[src/logic/vpc_pkg.sv]
// constants shared by the video path control register block
package vpc_pkg;
    localparam int ADDR_W = 8;
    localparam int DATA_W = 32;
    localparam int REG_W = 8;
    localparam logic [7:0] OFF_VPC = 8'h22;
    localparam logic [7:0] OFF_VPC_STAT = 8'h24;
    localparam logic [7:0] VPC_RESET = 8'h00;
    localparam int BIT_FWD_BLOCK = 7;
    localparam int BIT_UNGATED = 6;
    localparam int BIT_STROBE_POL = 5;
    localparam int BIT_AUX_OFF = 4;
    localparam int BIT_QUAD_OVR = 3;
    localparam int BIT_PIX18 = 2;
    localparam int BIT_INBAND = 1;
    localparam int BIT_QUAD_EN = 0;
    localparam logic [6:0] FWD_MASK = 7'h7f;
    localparam logic [31:0] UNMAPPED_READ = 32'h00000000;
endpackage

[src/logic/vpc_top.sv]
// video path control register with avalon slave and datapath steering
//
// Chosen here: the Avalon-MM slave port.
module vpc_top #(
    parameter int PIX_W = 24
) (
    input wire logic ref_clk_i,
    input wire logic rst_n_i,
    input wire logic [vpc_pkg::ADDR_W-1:0] avs_address_i,
    input wire logic avs_read_i,
    input wire logic avs_write_i,
    input wire logic [vpc_pkg::DATA_W-1:0] avs_writedata_i,
    input wire logic [3:0] avs_byteenable_i,
    output logic [vpc_pkg::DATA_W-1:0] avs_readdata_o,
    output logic avs_waitrequest_o,
    input wire logic fwd_load_i,
    input wire logic [6:0] fwd_data_i,
    input wire logic [PIX_W-1:0] pix_i,
    input wire logic video_valid_strobe_i,
    input wire logic aux_pkt_i,
    output logic [PIX_W-1:0] pix_o,
    output logic pix_valid_o,
    output logic aux_on_pins_o,
    output logic decrypt_en_o,
    output logic audio_pkt_en_o,
    output logic inband_audio_o,
    output logic quad_audio_o,
    output logic pix18_o,
    output logic fwd_ignored_o
);
    typedef enum logic [0:0] {VPC_IDLE, VPC_ACK} vpc_state_t;

    vpc_state_t st_r;
    vpc_state_t st_nxt;
    logic [7:0] ctl_r;
    logic [7:0] ctl_nxt;
    logic [vpc_pkg::DATA_W-1:0] rdata_r;
    logic [vpc_pkg::DATA_W-1:0] rdata_nxt;
    logic ign_r;
    logic ign_nxt;
    logic wr_hit;
    logic fwd_take;
    logic req;

    // one wait cycle per access: request seen in idle, answered in ack
    always_comb begin
        req = avs_read_i | avs_write_i;
        st_nxt = st_r;
        unique case (st_r)
            VPC_IDLE: begin
                if (req) begin
                    st_nxt = VPC_ACK;
                end
            end
            VPC_ACK: begin
                st_nxt = VPC_IDLE;
            end
        endcase
        if (!rst_n_i) begin
            st_nxt = VPC_IDLE;
        end
    end

    always_ff @(posedge ref_clk_i) begin
        st_r <= st_nxt;
    end

    assign avs_waitrequest_o = !(st_r == VPC_ACK);

    always_comb begin
        wr_hit = (st_r == VPC_ACK) && avs_write_i && (avs_address_i == vpc_pkg::OFF_VPC)
            && avs_byteenable_i[0];
        fwd_take = fwd_load_i && !ctl_r[vpc_pkg::BIT_FWD_BLOCK];
        ctl_nxt = ctl_r;
        if (fwd_take) begin
            ctl_nxt[6:0] = fwd_data_i & vpc_pkg::FWD_MASK;
        end
        // a local write lands last so it beats a forward load in the same cycle
        if (wr_hit) begin
            ctl_nxt = avs_writedata_i[7:0];
        end
        ign_nxt = ign_r;
        if (fwd_load_i && ctl_r[vpc_pkg::BIT_FWD_BLOCK]) begin
            ign_nxt = 1'b1;
        end else if (wr_hit) begin
            ign_nxt = 1'b0;
        end
        rdata_nxt = vpc_pkg::UNMAPPED_READ;
        if (st_r == VPC_IDLE && avs_read_i) begin
            if (avs_address_i == vpc_pkg::OFF_VPC) begin
                rdata_nxt = {24'h000000, ctl_r};
            end else if (avs_address_i == vpc_pkg::OFF_VPC_STAT) begin
                rdata_nxt = {31'h00000000, ign_r};
            end
        end else if (st_r == VPC_ACK) begin
            rdata_nxt = rdata_r;
        end
        if (!rst_n_i) begin
            ctl_nxt = vpc_pkg::VPC_RESET;
            ign_nxt = 1'b0;
            rdata_nxt = '0;
        end
    end

    always_ff @(posedge ref_clk_i) begin
        ctl_r <= ctl_nxt;
        ign_r <= ign_nxt;
        rdata_r <= rdata_nxt;
    end

    assign avs_readdata_o = rdata_r;
    assign fwd_ignored_o = ign_r;

    vpc_pixel_gate #(
        .PIX_W(PIX_W)
    ) u_gate (
        .ref_clk_i(ref_clk_i),
        .rst_n_i(rst_n_i),
        .pix_i(pix_i),
        .strobe_i(video_valid_strobe_i),
        .strobe_pol_i(ctl_r[vpc_pkg::BIT_STROBE_POL]),
        .ungated_i(ctl_r[vpc_pkg::BIT_UNGATED]),
        .pix18_i(ctl_r[vpc_pkg::BIT_PIX18]),
        .pix_o(pix_o),
        .pix_valid_o(pix_valid_o)
    );

    // steering outputs decode straight from the register bits, aux_on_pins_o from those bits and aux_pkt_i
    always_comb begin
        decrypt_en_o = !ctl_r[vpc_pkg::BIT_UNGATED];
        audio_pkt_en_o = !ctl_r[vpc_pkg::BIT_UNGATED];
        aux_on_pins_o = aux_pkt_i && !ctl_r[vpc_pkg::BIT_AUX_OFF]
            && !ctl_r[vpc_pkg::BIT_UNGATED];
        inband_audio_o = ctl_r[vpc_pkg::BIT_INBAND];
        quad_audio_o = ctl_r[vpc_pkg::BIT_QUAD_OVR] && ctl_r[vpc_pkg::BIT_QUAD_EN];
        pix18_o = ctl_r[vpc_pkg::BIT_PIX18];
    end
endmodule // vpc_top

[src/logic/vpc_pixel_gate.sv]
// pixel output gating by the video valid strobe
module vpc_pixel_gate #(
    parameter int PIX_W = 24
) (
    input wire logic ref_clk_i,
    input wire logic rst_n_i,
    input wire logic [PIX_W-1:0] pix_i,
    input wire logic strobe_i,
    input wire logic strobe_pol_i,
    input wire logic ungated_i,
    input wire logic pix18_i,
    output logic [PIX_W-1:0] pix_o,
    output logic pix_valid_o
);
    logic [PIX_W-1:0] pix_r;
    logic [PIX_W-1:0] pix_nxt;
    logic valid_r;
    logic valid_nxt;
    logic strobe_act;
    logic [PIX_W-1:0] pix_mask;

    always_comb begin
        strobe_act = strobe_i ^ strobe_pol_i;
        // 18-bit mapping keeps six bits per colour, low two of each lane zero
        pix_mask = pix18_i ? {PIX_W{1'b1}} & ~PIX_W'(24'h030303) : {PIX_W{1'b1}};
        valid_nxt = strobe_act | ungated_i;
        pix_nxt = valid_nxt ? (pix_i & pix_mask) : pix_r;
        if (!rst_n_i) begin
            valid_nxt = 1'b0;
            pix_nxt = '0;
        end
    end

    always_ff @(posedge ref_clk_i) begin
        pix_r <= pix_nxt;
        valid_r <= valid_nxt;
    end

    assign pix_o = pix_r;
    assign pix_valid_o = valid_r;
endmodule // vpc_pixel_gate

[config.mk]
export PLATFORM = sky130hd
export DESIGN_NAME = vpc_top
export DESIGN_NICKNAME = d
export VERILOG_FILES = /design/src/logic/vpc_pkg.sv /design/src/logic/vpc_top.sv /design/src/logic/vpc_pixel_gate.sv
export SDC_FILE = /design/constraint.sdc
export NUM_CORES = 1
export LEC_CHECK = 0
export ABC_AREA = 1
export BUFFER_PORTS_ARGS = -buffer_cell sky130_fd_sc_hd__buf_2
export CAP_MARGIN = 20
export CORE_ASPECT_RATIO = 0.9
export CORE_MARGIN = 2
export CORE_UTILIZATION = 34
export DETAILED_ROUTE_END_ITERATION = 16
export PLACE_DENSITY = 0.72
export SLEW_MARGIN = 20
export SYNTH_ARGS = -nofsm -noshare
export SYNTH_HDL_FRONTEND = slang
export SYNTH_SLANG_ARGS = --single-unit
export TNS_END_PERCENT = 20
[constraint.sdc]
create_clock -name ref_clk_i -period 1.1 [get_ports ref_clk_i]
set_input_delay 0.055 -clock ref_clk_i [delete_from_list [all_inputs] [get_ports ref_clk_i]]
set_output_delay 0.055 -clock ref_clk_i [all_outputs]
set_load 0.05 [all_outputs]
Word-level counts from Yosys, hierarchy flattened
Cells that the tools add are included.
{"block": "word_totals", "reg_bits": 67, "latchBits": 0, "ram_bits": 0, "mem_bits_ro": 0, "inputBits": 82, "output_inout_bits": 65, "elab_cells": 41, "memories": 0}
{"block": "classes", "addsub": 0, "n_mul": 0, "div_mod_pow": 0, "order_cmp": 0, "eq_ne": 3, "shifts": 0, "n_mux": 11, "bitwise_logic": 5, "n_reduce_logical": 15}
{"cell": "$mux W32", "count": 2}
{"cell": "$and A24 B24 Y24", "count": 1}
{"cell": "$mux W18", "count": 1}
{"cell": "$eq A8 B6 Y1 const B", "count": 2}
{"cell": "$mux W7", "count": 2}
{"cell": "$logic_and A1 B1 Y1", "count": 9}
{"cell": "$mux W8", "count": 1}
{"cell": "$logic_not A1 Y1", "count": 4}
{"cell": "$mux W1", "count": 4}
{"cell": "$reduce_bool A2 Y1", "count": 2}
{"cell": "$ne A2 B1 Y1 const B", "count": 1}
{"cell": "$or A1 B1 Y1", "count": 2}
{"cell": "$pmux W1 S2", "count": 1}
{"cell": "$not A1 Y1", "count": 1}
{"cell": "$xor A1 B1 Y1", "count": 1}

Longest topological paths before layout
Gate-level depths: netlist of run 1.
{"block": "logic_depth", "ltp_word": 5, "mapped_depth": 8, "depth_no_buf": 8}

Hierarchy
Synthesis of run 1 repeated with hierarchy kept, for this count alone.
{"block": "hier_totals", "hier_cells": 374, "area_unflattened_um2": 2439.8}
{"mod": "vpc_pixel_gate", "n_inst": 1, "cells_each": 213, "area_per_inst_um2": 1302.5, "seq_area_each_um2": 500.5}
{"mod": "vpc_top", "n_inst": 1, "cells_each": 161, "area_per_inst_um2": 1137.3, "seq_area_each_um2": 360.3}

Worst setup path after synthesis of run 1
No wires, ideal clock.
{"block": "synth_timing", "path_kind": "reg2reg", "start": "reg st_r", "end": "reg ctl_r[0]", "setup_time_ps": 64, "arrival_time_ps": 1130, "required_time_ps": 1036, "path_slack_ps": -94, "path_stages_with_launch": 9, "path_buffers": 2, "synth_period_minus_slack_ps": 1194, "path_cell_list": "dfxtp_1 > buf_6 > inv_4 > nor2_8 > nand3_4 > buf_6 > nand3b_1 > nand2_1 > nor2_1"}
{"block": "synth_via", "elab_chain_cells": 4, "elab_cells_between_ends": 5, "cone_classes": "1 x mux; 4 x reduce/logical"}
{"element": "start: declaration", "line": "vpc_top.sv:33", "rtl": "vpc_state_t st_r;"}
{"element": "start signal: assignment", "line": "vpc_top.sv:65", "rtl": "st_r <= st_nxt;"}
{"element": "$logic_and A1 B1 Y1 (*) (2 in series)", "line": "vpc_top.sv:71", "rtl": "wr_hit = (st_r == VPC_ACK) && avs_write_i && (avs_address_i == vpc_pkg::OFF_VPC)"}
{"element": "$logic_and A1 B1 Y1 (*)", "line": "vpc_top.sv:72", "rtl": "&& avs_byteenable_i[0];"}
{"element": "$mux W7 / $reduce_bool A2 Y1 (equally long branches)"}
{"element": "end signal: assignment", "line": "vpc_top.sv:106", "rtl": "ctl_r <= ctl_nxt;"}
{"element": "end: declaration", "line": "vpc_top.sv:35", "rtl": "logic [7:0] ctl_r;"}
Mark *: on every way between the ends. The rest lies on a longest branch, timed or not.
A chain may end at the register's enable or synchronous reset.

Final worst setup path of run 1
{"block": "layout_timing", "start": "reg ctl_r[5]", "end": "reg u_gate.pix_r[13], in the netlist u_gate.pix_o[13]"}
{"block": "layout_via", "elab_chain_cells": 2}
{"element": "$xor A1 B1 Y1", "line": "vpc_pixel_gate.sv:23", "rtl": "strobe_act = strobe_i ^ strobe_pol_i;"}
{"element": "$or A1 B1 Y1", "line": "vpc_pixel_gate.sv:26", "rtl": "valid_nxt = strobe_act | ungated_i;"}
{"element": "end signal: assignment", "line": "vpc_pixel_gate.sv:35", "rtl": "pix_r <= pix_nxt;"}
{"element": "end: declaration", "line": "vpc_pixel_gate.sv:15", "rtl": "logic [PIX_W-1:0] pix_r;"}
Every way passes these cells.

==> results of run 1 <==
-- synthesized netlist by cell type --
| master | count |
|---|---|
| buf_6 | 2 |
| nor2_4 | 3 |
| inv_1 | 19 |
| dfxtp_1 | 43 |
| clkinv_1 | 1 |
| nor3_1 | 2 |
| nand4_1 | 7 |
| conb_1 | 1 |
| nand3_4 | 1 |
| buf_2 | 3 |
| nand3b_1 | 3 |
| nor2_2 | 1 |
| clkbuf_2 | 1 |
| nor3_4 | 1 |
| nand2_1 | 52 |
| inv_4 | 1 |
| clkbuf_1 | 3 |
| nor2_1 | 50 |
| inv_2 | 3 |
| buf_4 | 26 |
| o21ai_0 | 31 |
| nor2_8 | 1 |
| nand3_1 | 11 |
| a21oi_1 | 9 |
-- worst max-delay path, stage by stage, from the launching register on --
cell,delay [ns]
dfxtp_2,0.33
inv_2,0.06
nor2_2,0.04
nor3_4,0.24
inv_2,0.10
buf_12,0.16
nor2_1,0.08
nor2_1,0.05
-- registers in the layout, summed over array words and instances (netlist names) --
register / flops
fwd_ignored_o: 1
st_r: 1
u_gate.pix_valid_o: 1
ctl_r: 8
u_gate.pix_o: 24
avs_readdata_o: 8
-- path summary, 6_finish.rpt --
check,from,endpoint,slack (ns),cells after the start
min reg2reg,avs_readdata_o[6],avs_readdata_o[6],0.45,2
min,avs_writedata_i[7],ctl_r[7],0.01,3
max,ctl_r[5],u_gate.pix_o[13],-0.06,7
max reg2reg,ctl_r[5],u_gate.pix_o[13],-0.06,7
-- stage by stage --
step | total power [mW] | setup TNS (ns)
floorplan | 2.67 | -0.326
global placement | 2.89 | -0.163
detailed placement | 2.91 | -0.771
CTS | 3.92 | -1.18
global route | 4.10 | -3.66
finish | 3.91 | -0.954
-- per-layer routing --
| metal | GRT usage | routed length [µm] |
|---|---|---|
| met5 | 0 | 0 |
| met4 | 0.0365 | 43 |
| met3 | 0.0441 | 275 |
| met2 | 0.271 | 2520 |
| met1 | 0.182 | 2220 |
-- repair_timing --
| action | 4_1_cts | 5_1_grt |
|---|---|---|
| pin swaps | 1 | 4 |
| resized for setup | 17 | 17 |
| hold buffers | 0 | 0 |
| setup endpoints to repair | 35 | 38 |
-- kinds of logic (layout without fill, tap and decap cells) --
kind of cell | count (synthesis) | in the layout | synth area share
AO/OA/AOI/OAI | 40 | 40 | 0.0994
buffers and inverters | 59 | 139 | 0.170
flip-flops | 43 | 43 | 0.427
other | 1 | 24 | 0.00186
AND/OR/NAND/NOR | 132 | 132 | 0.302
-- power by group through the flow --
stage	clock [mW]	combinational (mW)	sequential, mW
after floorplan	0	0.577	2.09
after global placement	0	1.13	1.76
after detailed placement	0	1.14	1.77
after CTS	1.02	1.17	1.73
after global routing	1.08	1.26	1.76
final	0.996	1.18	1.74
-- cell type report --
class	count	area, µm²
fillers	601	2980
multi-input cells	196	950
flip-flops and latches	43	868
repair buffers	108	619
inverters	24	103
well taps	70	87.6
clock buffers	6	82.6
clock inverters	1	5.00
==> impl_metrics.py, run 1 <==
metrics = {
    "run_status": {
        "status": "complete, but fails checks",
        "violations": "negative setup slack",
    },
    "power_and_ir_drop": {
        "swShare": 0.368,
        "seqPwrFrac": 0.444,
        "pwr-share-comb": 0.301,
        "power_density_nw_per_um2": 1440,
        "ir_drop_v": 0.000754,
        "p_sw_mw": 1.44,
        "p_int_mw": 2.47,
        "p_clk_frac": 0.254,
        "cellLeakagePower_nw": 1.44,
    },
    "yosys": {
        "synth_top_area_frac": 0.427,
        "ys.warnings.count": 0,
        "ys_ff_latch": 43,
        "synth_largest_area_cell": "dfxtp_1",
        "synthCells": 275,
        "ys_seq_area_frac": 0.427,
        "syn_avg_cell_area_um2": 7.33,
        "synthTopCellsByArea": "dfxtp_1 43%, buf_4 9.7%, nand2_1 9.7%, nor2_1 9.3%, o21ai_0 7.7%",
        "synthDistinctLibCells": 24,
        "synth_area_um2": 2010,
    },
    "global_route": {
        "grt_max_degree": 25,
        "gr-usage-all-layers": 0.153,
        "grt_remaining_overflow": 0,
        "grt_pass1_wl_mm": 8.25,
        "grt_pass1_vias": 1846,
        "antenna_found_initial": 0,
    },
    "worst_setup_path": {
        "path_class": "reg -> reg",
        "worst_ep_arrival_time_ns": 1.35,
        "worstPathMaxFanout": 14,
        "cp.required_ns": 1.28,
        "cp-end-kind": "register",
        "critPathLaunchType": "register",
    },
    "placement": {
        "place_ws_ns": -0.0527,
        "placed_area_um2": 2550,
        "placedCellCount": 441,
        "gp_congestion": 0.796,
        "post-dp-hpwl_mm": 3.96,
        "numPortBuffers": 95,
    },
    "clock_tree": {
        "cts_num_sinks": 43,
        "cts_buffers": 5,
        "clk_latency_ns": 0.29,
        "post_cts_buffers": 0,
        "clk_pin_slew_ns": 0.08,
        "root_buffer": "clkbuf_8",
        "cts_tree": "built",
        "clk_path_buf_depth": 2,
        "cts.htree.levels": 2,
    },
    "final_layout": {
        "finalNetCount": 460,
        "drive_above_1_share": 0.384,
        "final_cell_area_um2": 2720,
        "final_cell_mix": "91 x buf_2, 50 x nand2_1, 42 x nor2_1, 39 x dfxtp_1",
        "area_delta_synth_final_pct": 34.8,
        "mostFrequentLayoutCell": "buf_2",
        "layout.cells.non_filler": 448,
        "post-route-util": 0.477,
        "antenna_cells": 0,
    },
    "timing": {
        "setup_viol_count_final": 22,
        "slew_violations": 0,
        "finClkSkew_ns": 0.00571,
        "final_hold_viol_count": 0,
        "min_period_ns": 1.16,
        "fin_hold_ws_ns": 0.00958,
        "period_share": 1.06,
        "finalWorstSetupSlack_ns": -0.0643,
        "rsz0062_at_grt": "true",
        "max_freq_mhz": 859,
    },
    "die": {
        "die-area_um2": 6560,
        "ios": 147,
        "dieWidth_um": 85.1,
        "rows": 26,
        "initial_utilization": 0.354,
        "die-height_um": 77.0,
        "core-area_um2": 5690,
    },
    "route": {
        "drcViolationCount": 0,
        "drtIter0Drc": 83,
        "wl_per_cell_um": 11.3,
        "postRouteAntennaNets": 0,
        "wirelength_mm": 5.06,
        "drtPass1Iterations": 4,
        "dr_total_vias": 1970,
        "viasPerCell": 4.40,
    },
    "min_path": {
        "hp-class": "in -> reg",
    },
    "run": {
        "cap_viol_max_count": 0,
    },
}
Note: power is estimated with default switching activity, not from simulation.
==> run 2: changes to the inputs <==
ABC_AREA = not set   (was 1)
PLACE_DENSITY = 0.73   (was 0.72)
==> run 2 against run 1 <==
The run ends with negative hold slack, negative setup slack left. Clock power grew 9%. Sequential power about the same. Non-clock buffer count up 19. Fmax grew 1.0%. Final cell count fell by 9.4%. Final area rose by 7.5%. Clock-buffer cell count rose by 2. Die area is 3.7% lower. Clock skew down 0.00052 ns. Global-route usage increased by 1.5 points. Synthesized area fell by 3.9%. Core utilization increased by 4.5 points.
==> impl_metrics.py, run 2 <==
metrics = {
    "global_route": {
        "grt_pass1_wl_mm": 8.31,
        "use_met2": 0.285,
        "grt_max_degree": 22,
        "gr-usage-all-layers": 0.168,
        "grtUsageMet3": 0.0390,
        "use_met1": 0.217,
        "antenna_found_initial": 0,
        "grt_remaining_overflow": 0,
        "grt_pass1_vias": 1691,
        "grt.busiest_layer": "met2",
    },
    "die": {
        "ios": 147,
        "dieWidth_um": 83.5,
        "initial_utilization": 0.346,
        "rows": 26,
        "die-area_um2": 6310,
        "die-height_um": 75.6,
        "core-area_um2": 5600,
    },
    "clock_tree": {
        "cts.htree.levels": 2,
        "cts_tree": "built",
        "cts_buffers": 5,
        "clk_latency_ns": 0.29,
        "root_buffer": "clkbuf_8",
        "clk_path_buf_depth": 2,
        "clk_pin_slew_ns": 0.08,
        "cts_num_sinks": 43,
    },
    "worst_setup_path": {
        "worstPathMaxFanout": 2,
        "cp-end-kind": "primary output",
        "max_stage_delay_ns": 0.34,
        "cp_common_cell": "buf_6",
        "worst_ep_arrival_time_ns": 1.10,
        "crit_chain": "buf_6 > nor3b_4 > buf_6",
        "slowest_stage": "dfxtp_2",
        "r2r_setup_slack_ns": -0.03,
        "cp.required_ns": 1.04,
        "critPathLaunchType": "register",
        "path_class": "reg -> out",
    },
    "timing": {
        "final_hold_viol_count": 1,
        "slew_violations": 0,
        "fin_hold_ws_ns": -0.0127,
        "finClkSkew_ns": 0.00519,
        "rsz0062_at_grt": "true",
        "max_freq_mhz": 867,
        "worst_pin_slew_ns": 0.555,
        "period_share": 1.05,
        "setup_viol_count_final": 19,
        "max_slew_margin": 0.629,
        "finalWorstSetupSlack_ns": -0.0528,
        "min_period_ns": 1.15,
    },
    "power_and_ir_drop": {
        "p_total_mw": 3.98,
        "power_density_nw_per_um2": 1370,
        "ir_drop_v": 0.000638,
        "cellLeakagePower_nw": 1.50,
    },
    "placement": {
        "gp_congestion": 0.745,
        "numPortBuffers": 95,
        "post-dp-hpwl_mm": 3.28,
        "placed_area_um2": 2420,
    },
    "route": {
        "drtIter0Drc": 52,
        "wirelength_mm": 5.56,
        "postRouteAntennaNets": 0,
        "drcViolationCount": 0,
        "drtPass1Iterations": 4,
        "dr_total_vias": 1850,
        "wl_per_cell_um": 13.7,
        "viasPerCell": 4.56,
    },
    "yosys": {
        "synthDistinctLibCells": 30,
        "synth_top_area_frac": 0.445,
        "synth_fa_ha_area_frac": 0,
        "synth_area_um2": 1940,
        "synthMostInstantiatedCell": "nand2_1",
        "synthCells": 211,
        "synth-simple-area-share": 0.201,
        "synth_compound_area_frac": 0.176,
        "synth_common_cells": "53 x nand2_1, 43 x dfxtp_1, 27 x buf_4",
        "synth-xor-area-share": 0.00452,
        "synth_largest_area_cell": "dfxtp_1",
        "synth.area.mux_share": 0.0310,
        "ys_ff_latch": 43,
        "syn_avg_cell_area_um2": 9.17,
        "ys_seq_area_frac": 0.445,
        "synth_edf_count": 0,
        "ys_async_sr_fraction": 0,
        "ys.flop_type": "dfxtp_1",
        "synthTopCellsByArea": "dfxtp_1 44%, buf_4 10%, nand2_1 10%, a21boi_0 8.1%, o211a_1 3.6%",
        "synth_top_family_by_area": "simple AND/OR/NAND/NOR gates",
        "ys.warnings.count": 0,
    },
    "final_layout": {
        "drive_above_1_share": 0.426,
        "multi_input_area_um2": 1010,
        "mostFrequentLayoutCell": "buf_2",
        "fillers": 524,
        "final_cell_mix": "87 x buf_2, 50 x nand2_1, 37 x dfxtp_1, 24 x conb_1, 22 x a21boi_1",
        "antenna_cells": 0,
        "largest_reg_flops": 24,
        "seqCellArea_um2": 868,
        "final_cell_area_um2": 2920,
        "finalNetCount": 417,
        "area_delta_synth_final_pct": 50.8,
    },
    "run_status": {
        "status": "complete, but fails checks",
        "violations": "negative hold slack, negative setup slack",
    },
    "min_path": {
        "hp-class": "in -> reg",
    },
    "run": {
        "cap_viol_max_count": 0,
    },
}
## run 2: final cells by class
| cell class | count | area share |
|---|---|---|
| multi-input cells | 156 | 0.345 |
| flip-flops and latches | 43 | 0.297 |
| inverters | 2 | 0.00386 |
| clock buffers | 8 | 0.0343 |
| well taps | 70 | 0.0300 |
| repair buffers | 127 | 0.289 |
## run 2: cell families after synthesis
group	count (synthesis)
AOI/OAI and AO/OA	43
xor gates and xnor gates	1
buffers and inverters	40
DFF	43
muxes	6
other	1
and+or+nand+nor	77
## run 2: critical path: cells and delay by family, from the launching register on
| kind | cells | cell delay, ns |
|---|---|---|
| DFF | 1 | 0.34 |
| and+or+nand+nor | 1 | 0.17 |
| buffers and inverters | 2 | 0.30 |
## run 2: power breakdown
group          internal, mW  switching (mW)
Combinational         0.400           0.789
Clock                 0.573           0.516
Sequential             1.65          0.0567
Total                  2.62            1.36
## run 2: timing repair
action                                  4_1_cts  5_1_grt
pin swaps                                    10       11
hold buffers                                 17        1
endpoints found under the setup margin       44       45
endpoints found under the hold margin        16        1
gates resized for setup                      38       18
cloned                                        6        0
buffers inserted                              2        1
## run 2: routing by layer
layer | vias to the layer above | wire (µm) | part of all wire
li1 | 911 | - | -
met1 | 843 | 2470 | 0.44
met2 | 88 | 2660 | 0.48
met3 | 8 | 374 | 0.067
met4 | 0 | 59 | 0.011
met5 | - | 0 | 0
## run 2: per-stage QoR
stage          setup slack (ns)  setup TNS (ns)  std cells   util
5_1_grt                 -0.0980           -2.19        406  0.522
2_1_floorplan            -0.259           -6.19        234      -
3_5_place_dp             -0.152           -3.81        371  0.433
3_3_place_gp            -0.0976           -2.11        371  0.433
6_report                -0.0528          -0.335        406  0.522
4_1_cts                 -0.0550          -0.460        404  0.509
## run 2: worst paths after layout
check,end,cells past startpoint,from
min reg2reg,u_gate.pix_o[18],2,u_gate.pix_o[18]
max,aux_on_pins_o,3,ctl_r[6]
max reg2reg,ctl_r[0],3,st_r
min,ctl_r[0],2,avs_writedata_i[0]
==> run 3: changes to the inputs <==
CORE_ASPECT_RATIO = 1.75   (was 0.9)
CTS_CLUSTER_DIAMETER = 120   (was not set)
PLACE_DENSITY = 0.84   (was 0.73)
==> run 3 against run 2 <==
The flow finishes with violations (negative setup slack). Clock skew is 0.00093 ns higher. Worst setup slack improved by 0.0076 ns. Core utilization up 0.29 points. Sequential power hardly changed. First-iteration DRC count is 5.8% lower. Sequential cell count did not move. Die area grew 0.36%. Worst hold slack improved by 0.017 ns. Final area shrank 0.43%. Non-clock buffer count unchanged. Register-to-register slack got worse by 0.02 ns. Routed wire length grew 0.65%. Largest cell class unchanged.
==> impl_metrics.py, run 3 (synthesis results as in run 2) <==
metrics = {
    "route": {
        "drtIter0Drc": 49,
        "drtPass1Iterations": 4,
        "wirelength_mm": 5.60,
        "wl_per_cell_um": 13.6,
        "drcViolationCount": 0,
        "postRouteAntennaNets": 0,
        "dr_total_vias": 1844,
        "viasPerCell": 4.48,
    },
    "timing": {
        "max_slew_margin": 0.529,
        "fin_tns_setup_ns": -0.692,
        "period_share": 1.04,
        "fin_hold_ws_ns": 0.00473,
        "slew_violations": 0,
        "setup_viol_count_final": 27,
        "rsz0062_at_grt": "true",
        "max_freq_mhz": 873,
        "finalWorstSetupSlack_ns": -0.0452,
        "min_period_ns": 1.15,
        "finClkSkew_ns": 0.00613,
        "final_hold_viol_count": 0,
        "worst_pin_slew_ns": 0.705,
    },
    "final_layout": {
        "largest_reg_flops": 24,
        "area_delta_synth_final_pct": 50.2,
        "antenna_cells": 0,
        "finalNetCount": 417,
        "mostFrequentLayoutCell": "buf_2",
        "drive_above_1_share": 0.408,
        "final_cell_mix": "90 x buf_2, 52 x nand2_1, 37 x dfxtp_1, 24 x conb_1, 22 x a21boi_1",
        "post-route-util": 0.525,
    },
    "clock_tree": {
        "cts_num_sinks": 43,
        "cts_tree": "built",
        "clk_pin_slew_ns": 0.08,
        "cts_buffers": 5,
        "clk_latency_ns": 0.29,
        "root_buffer": "clkbuf_8",
        "cts.htree.levels": 2,
        "clk_path_buf_depth": 2,
    },
    "global_route": {
        "grt_max_degree": 26,
        "gr-usage-all-layers": 0.177,
        "antenna_found_initial": 0,
        "grt_remaining_overflow": 0,
        "grt_pass1_vias": 1815,
        "grt_pass1_wl_mm": 8.34,
    },
    "placement": {
        "gp_congestion": 0.758,
        "post-dp-hpwl_mm": 3.55,
        "numPortBuffers": 95,
        "place_ws_ns": -0.184,
    },
    "worst_setup_path": {
        "cp.required_ns": 1.34,
        "path_class": "reg -> reg",
        "r2r_setup_slack_ns": -0.05,
        "slowest_stage": "dfxtp_2",
        "worstPathMaxFanout": 7,
        "max_stage_delay_ns": 0.34,
        "crit_family": "simple AND/OR/NAND/NOR gates",
        "critPathLaunchType": "register",
        "worst_ep_arrival_time_ns": 1.38,
        "cp-end-kind": "register",
        "cp_num_buf_inv": 0,
        "crit_chain": "nor2b_2 > nand4_1 > nor2b_4 > a22o_1",
    },
    "die": {
        "ios": 147,
        "die-height_um": 104,
        "dieWidth_um": 61.0,
        "initial_utilization": 0.349,
        "die-area_um2": 6340,
        "core-area_um2": 5540,
        "rows": 36,
    },
    "power_and_ir_drop": {
        "cellLeakagePower_nw": 1.48,
        "ir_drop_v": 0.000718,
        "power_density_nw_per_um2": 1320,
    },
    "run_status": {
        "violations": "negative setup slack",
        "status": "complete, but fails checks",
    },
    "min_path": {
        "hp-class": "in -> reg",
    },
    "run": {
        "cap_viol_max_count": 0,
    },
}
## run 3: cell count changes in the layout (fill, tap and decap cells not counted), moves of 2 or more
cell	previous run	this run
buf_8	0	2
clkbuf_8	7	5
dfxtp_4	0	2
nand2_2	3	1
a21boi_0	0	2
buf_2	87	90
nand2_1	50	52
dfxtp_2	6	4
buf_4	12	10
a21boi_2	2	0
buf_6	8	4
## run 3: layout make-up
| type | instances | area [µm²] |
|---|---|---|
| fill | 533 | 2630 |
| multi-input combinational | 156 | 1010 |
| inverter | 2 | 11.3 |
| tap | 76 | 95.1 |
| sequential | 43 | 873 |
| timing repair buffer | 127 | 838 |
| clock inverter | 1 | 5.00 |
| clock buffer | 7 | 76.3 |
## run 3: per-stage QoR
stage	instance area, µm²	instances	total power, mW
finish	2910	412	3.84
detailed placement	2410	374	2.72
global placement	2410	374	2.70
global route	2910	412	4.03
floorplan	2050	234	2.55
CTS	2840	408	3.85
## run 3: repair_timing
action	in CTS	in global routing
hold buffers	16	3
endpoints found under the hold margin	15	3
gates cloned	6	0
endpoints found under the setup margin	46	44
pin swaps	9	10
buffers inserted	4	1
gates resized for setup	40	9
## run 3: power by group
| part | total [mW] | switching, mW | internal (mW) |
|---|---|---|---|
| Combinational | 1.18 | 0.781 | 0.394 |
| Clock | 0.955 | 0.509 | 0.446 |
| Sequential | 1.70 | 0.0562 | 1.65 |
## run 3: final timing paths
check,cells past startpoint,end,startpoint
setup / recovery,4,avs_readdata_o[4],st_r
hold / removal,2,ctl_r[1],avs_writedata_i[1]
setup reg to reg,4,avs_readdata_o[4],st_r
hold reg to reg,2,u_gate.pix_o[23],u_gate.pix_o[23]
## run 3: layer usage
| layer | part of all wire | up-vias | track usage |
|---|---|---|---|
| li1 | - | 908 | - |
| met1 | 0.33 | 845 | 0.151 |
| met2 | 0.60 | 85 | 0.358 |
| met5 | 0 | - | 0 |
| met4 | 0.012 | 0 | 0.0512 |
| met3 | 0.055 | 6 | 0.0474 |
## run 3: worst register-to-register path: stages, from the launching register on
cell	delay (ns)
dfxtp_2	0.34
nor2b_2	0.13
nand4_1	0.20
nor2b_4	0.25
a22o_1	0.17
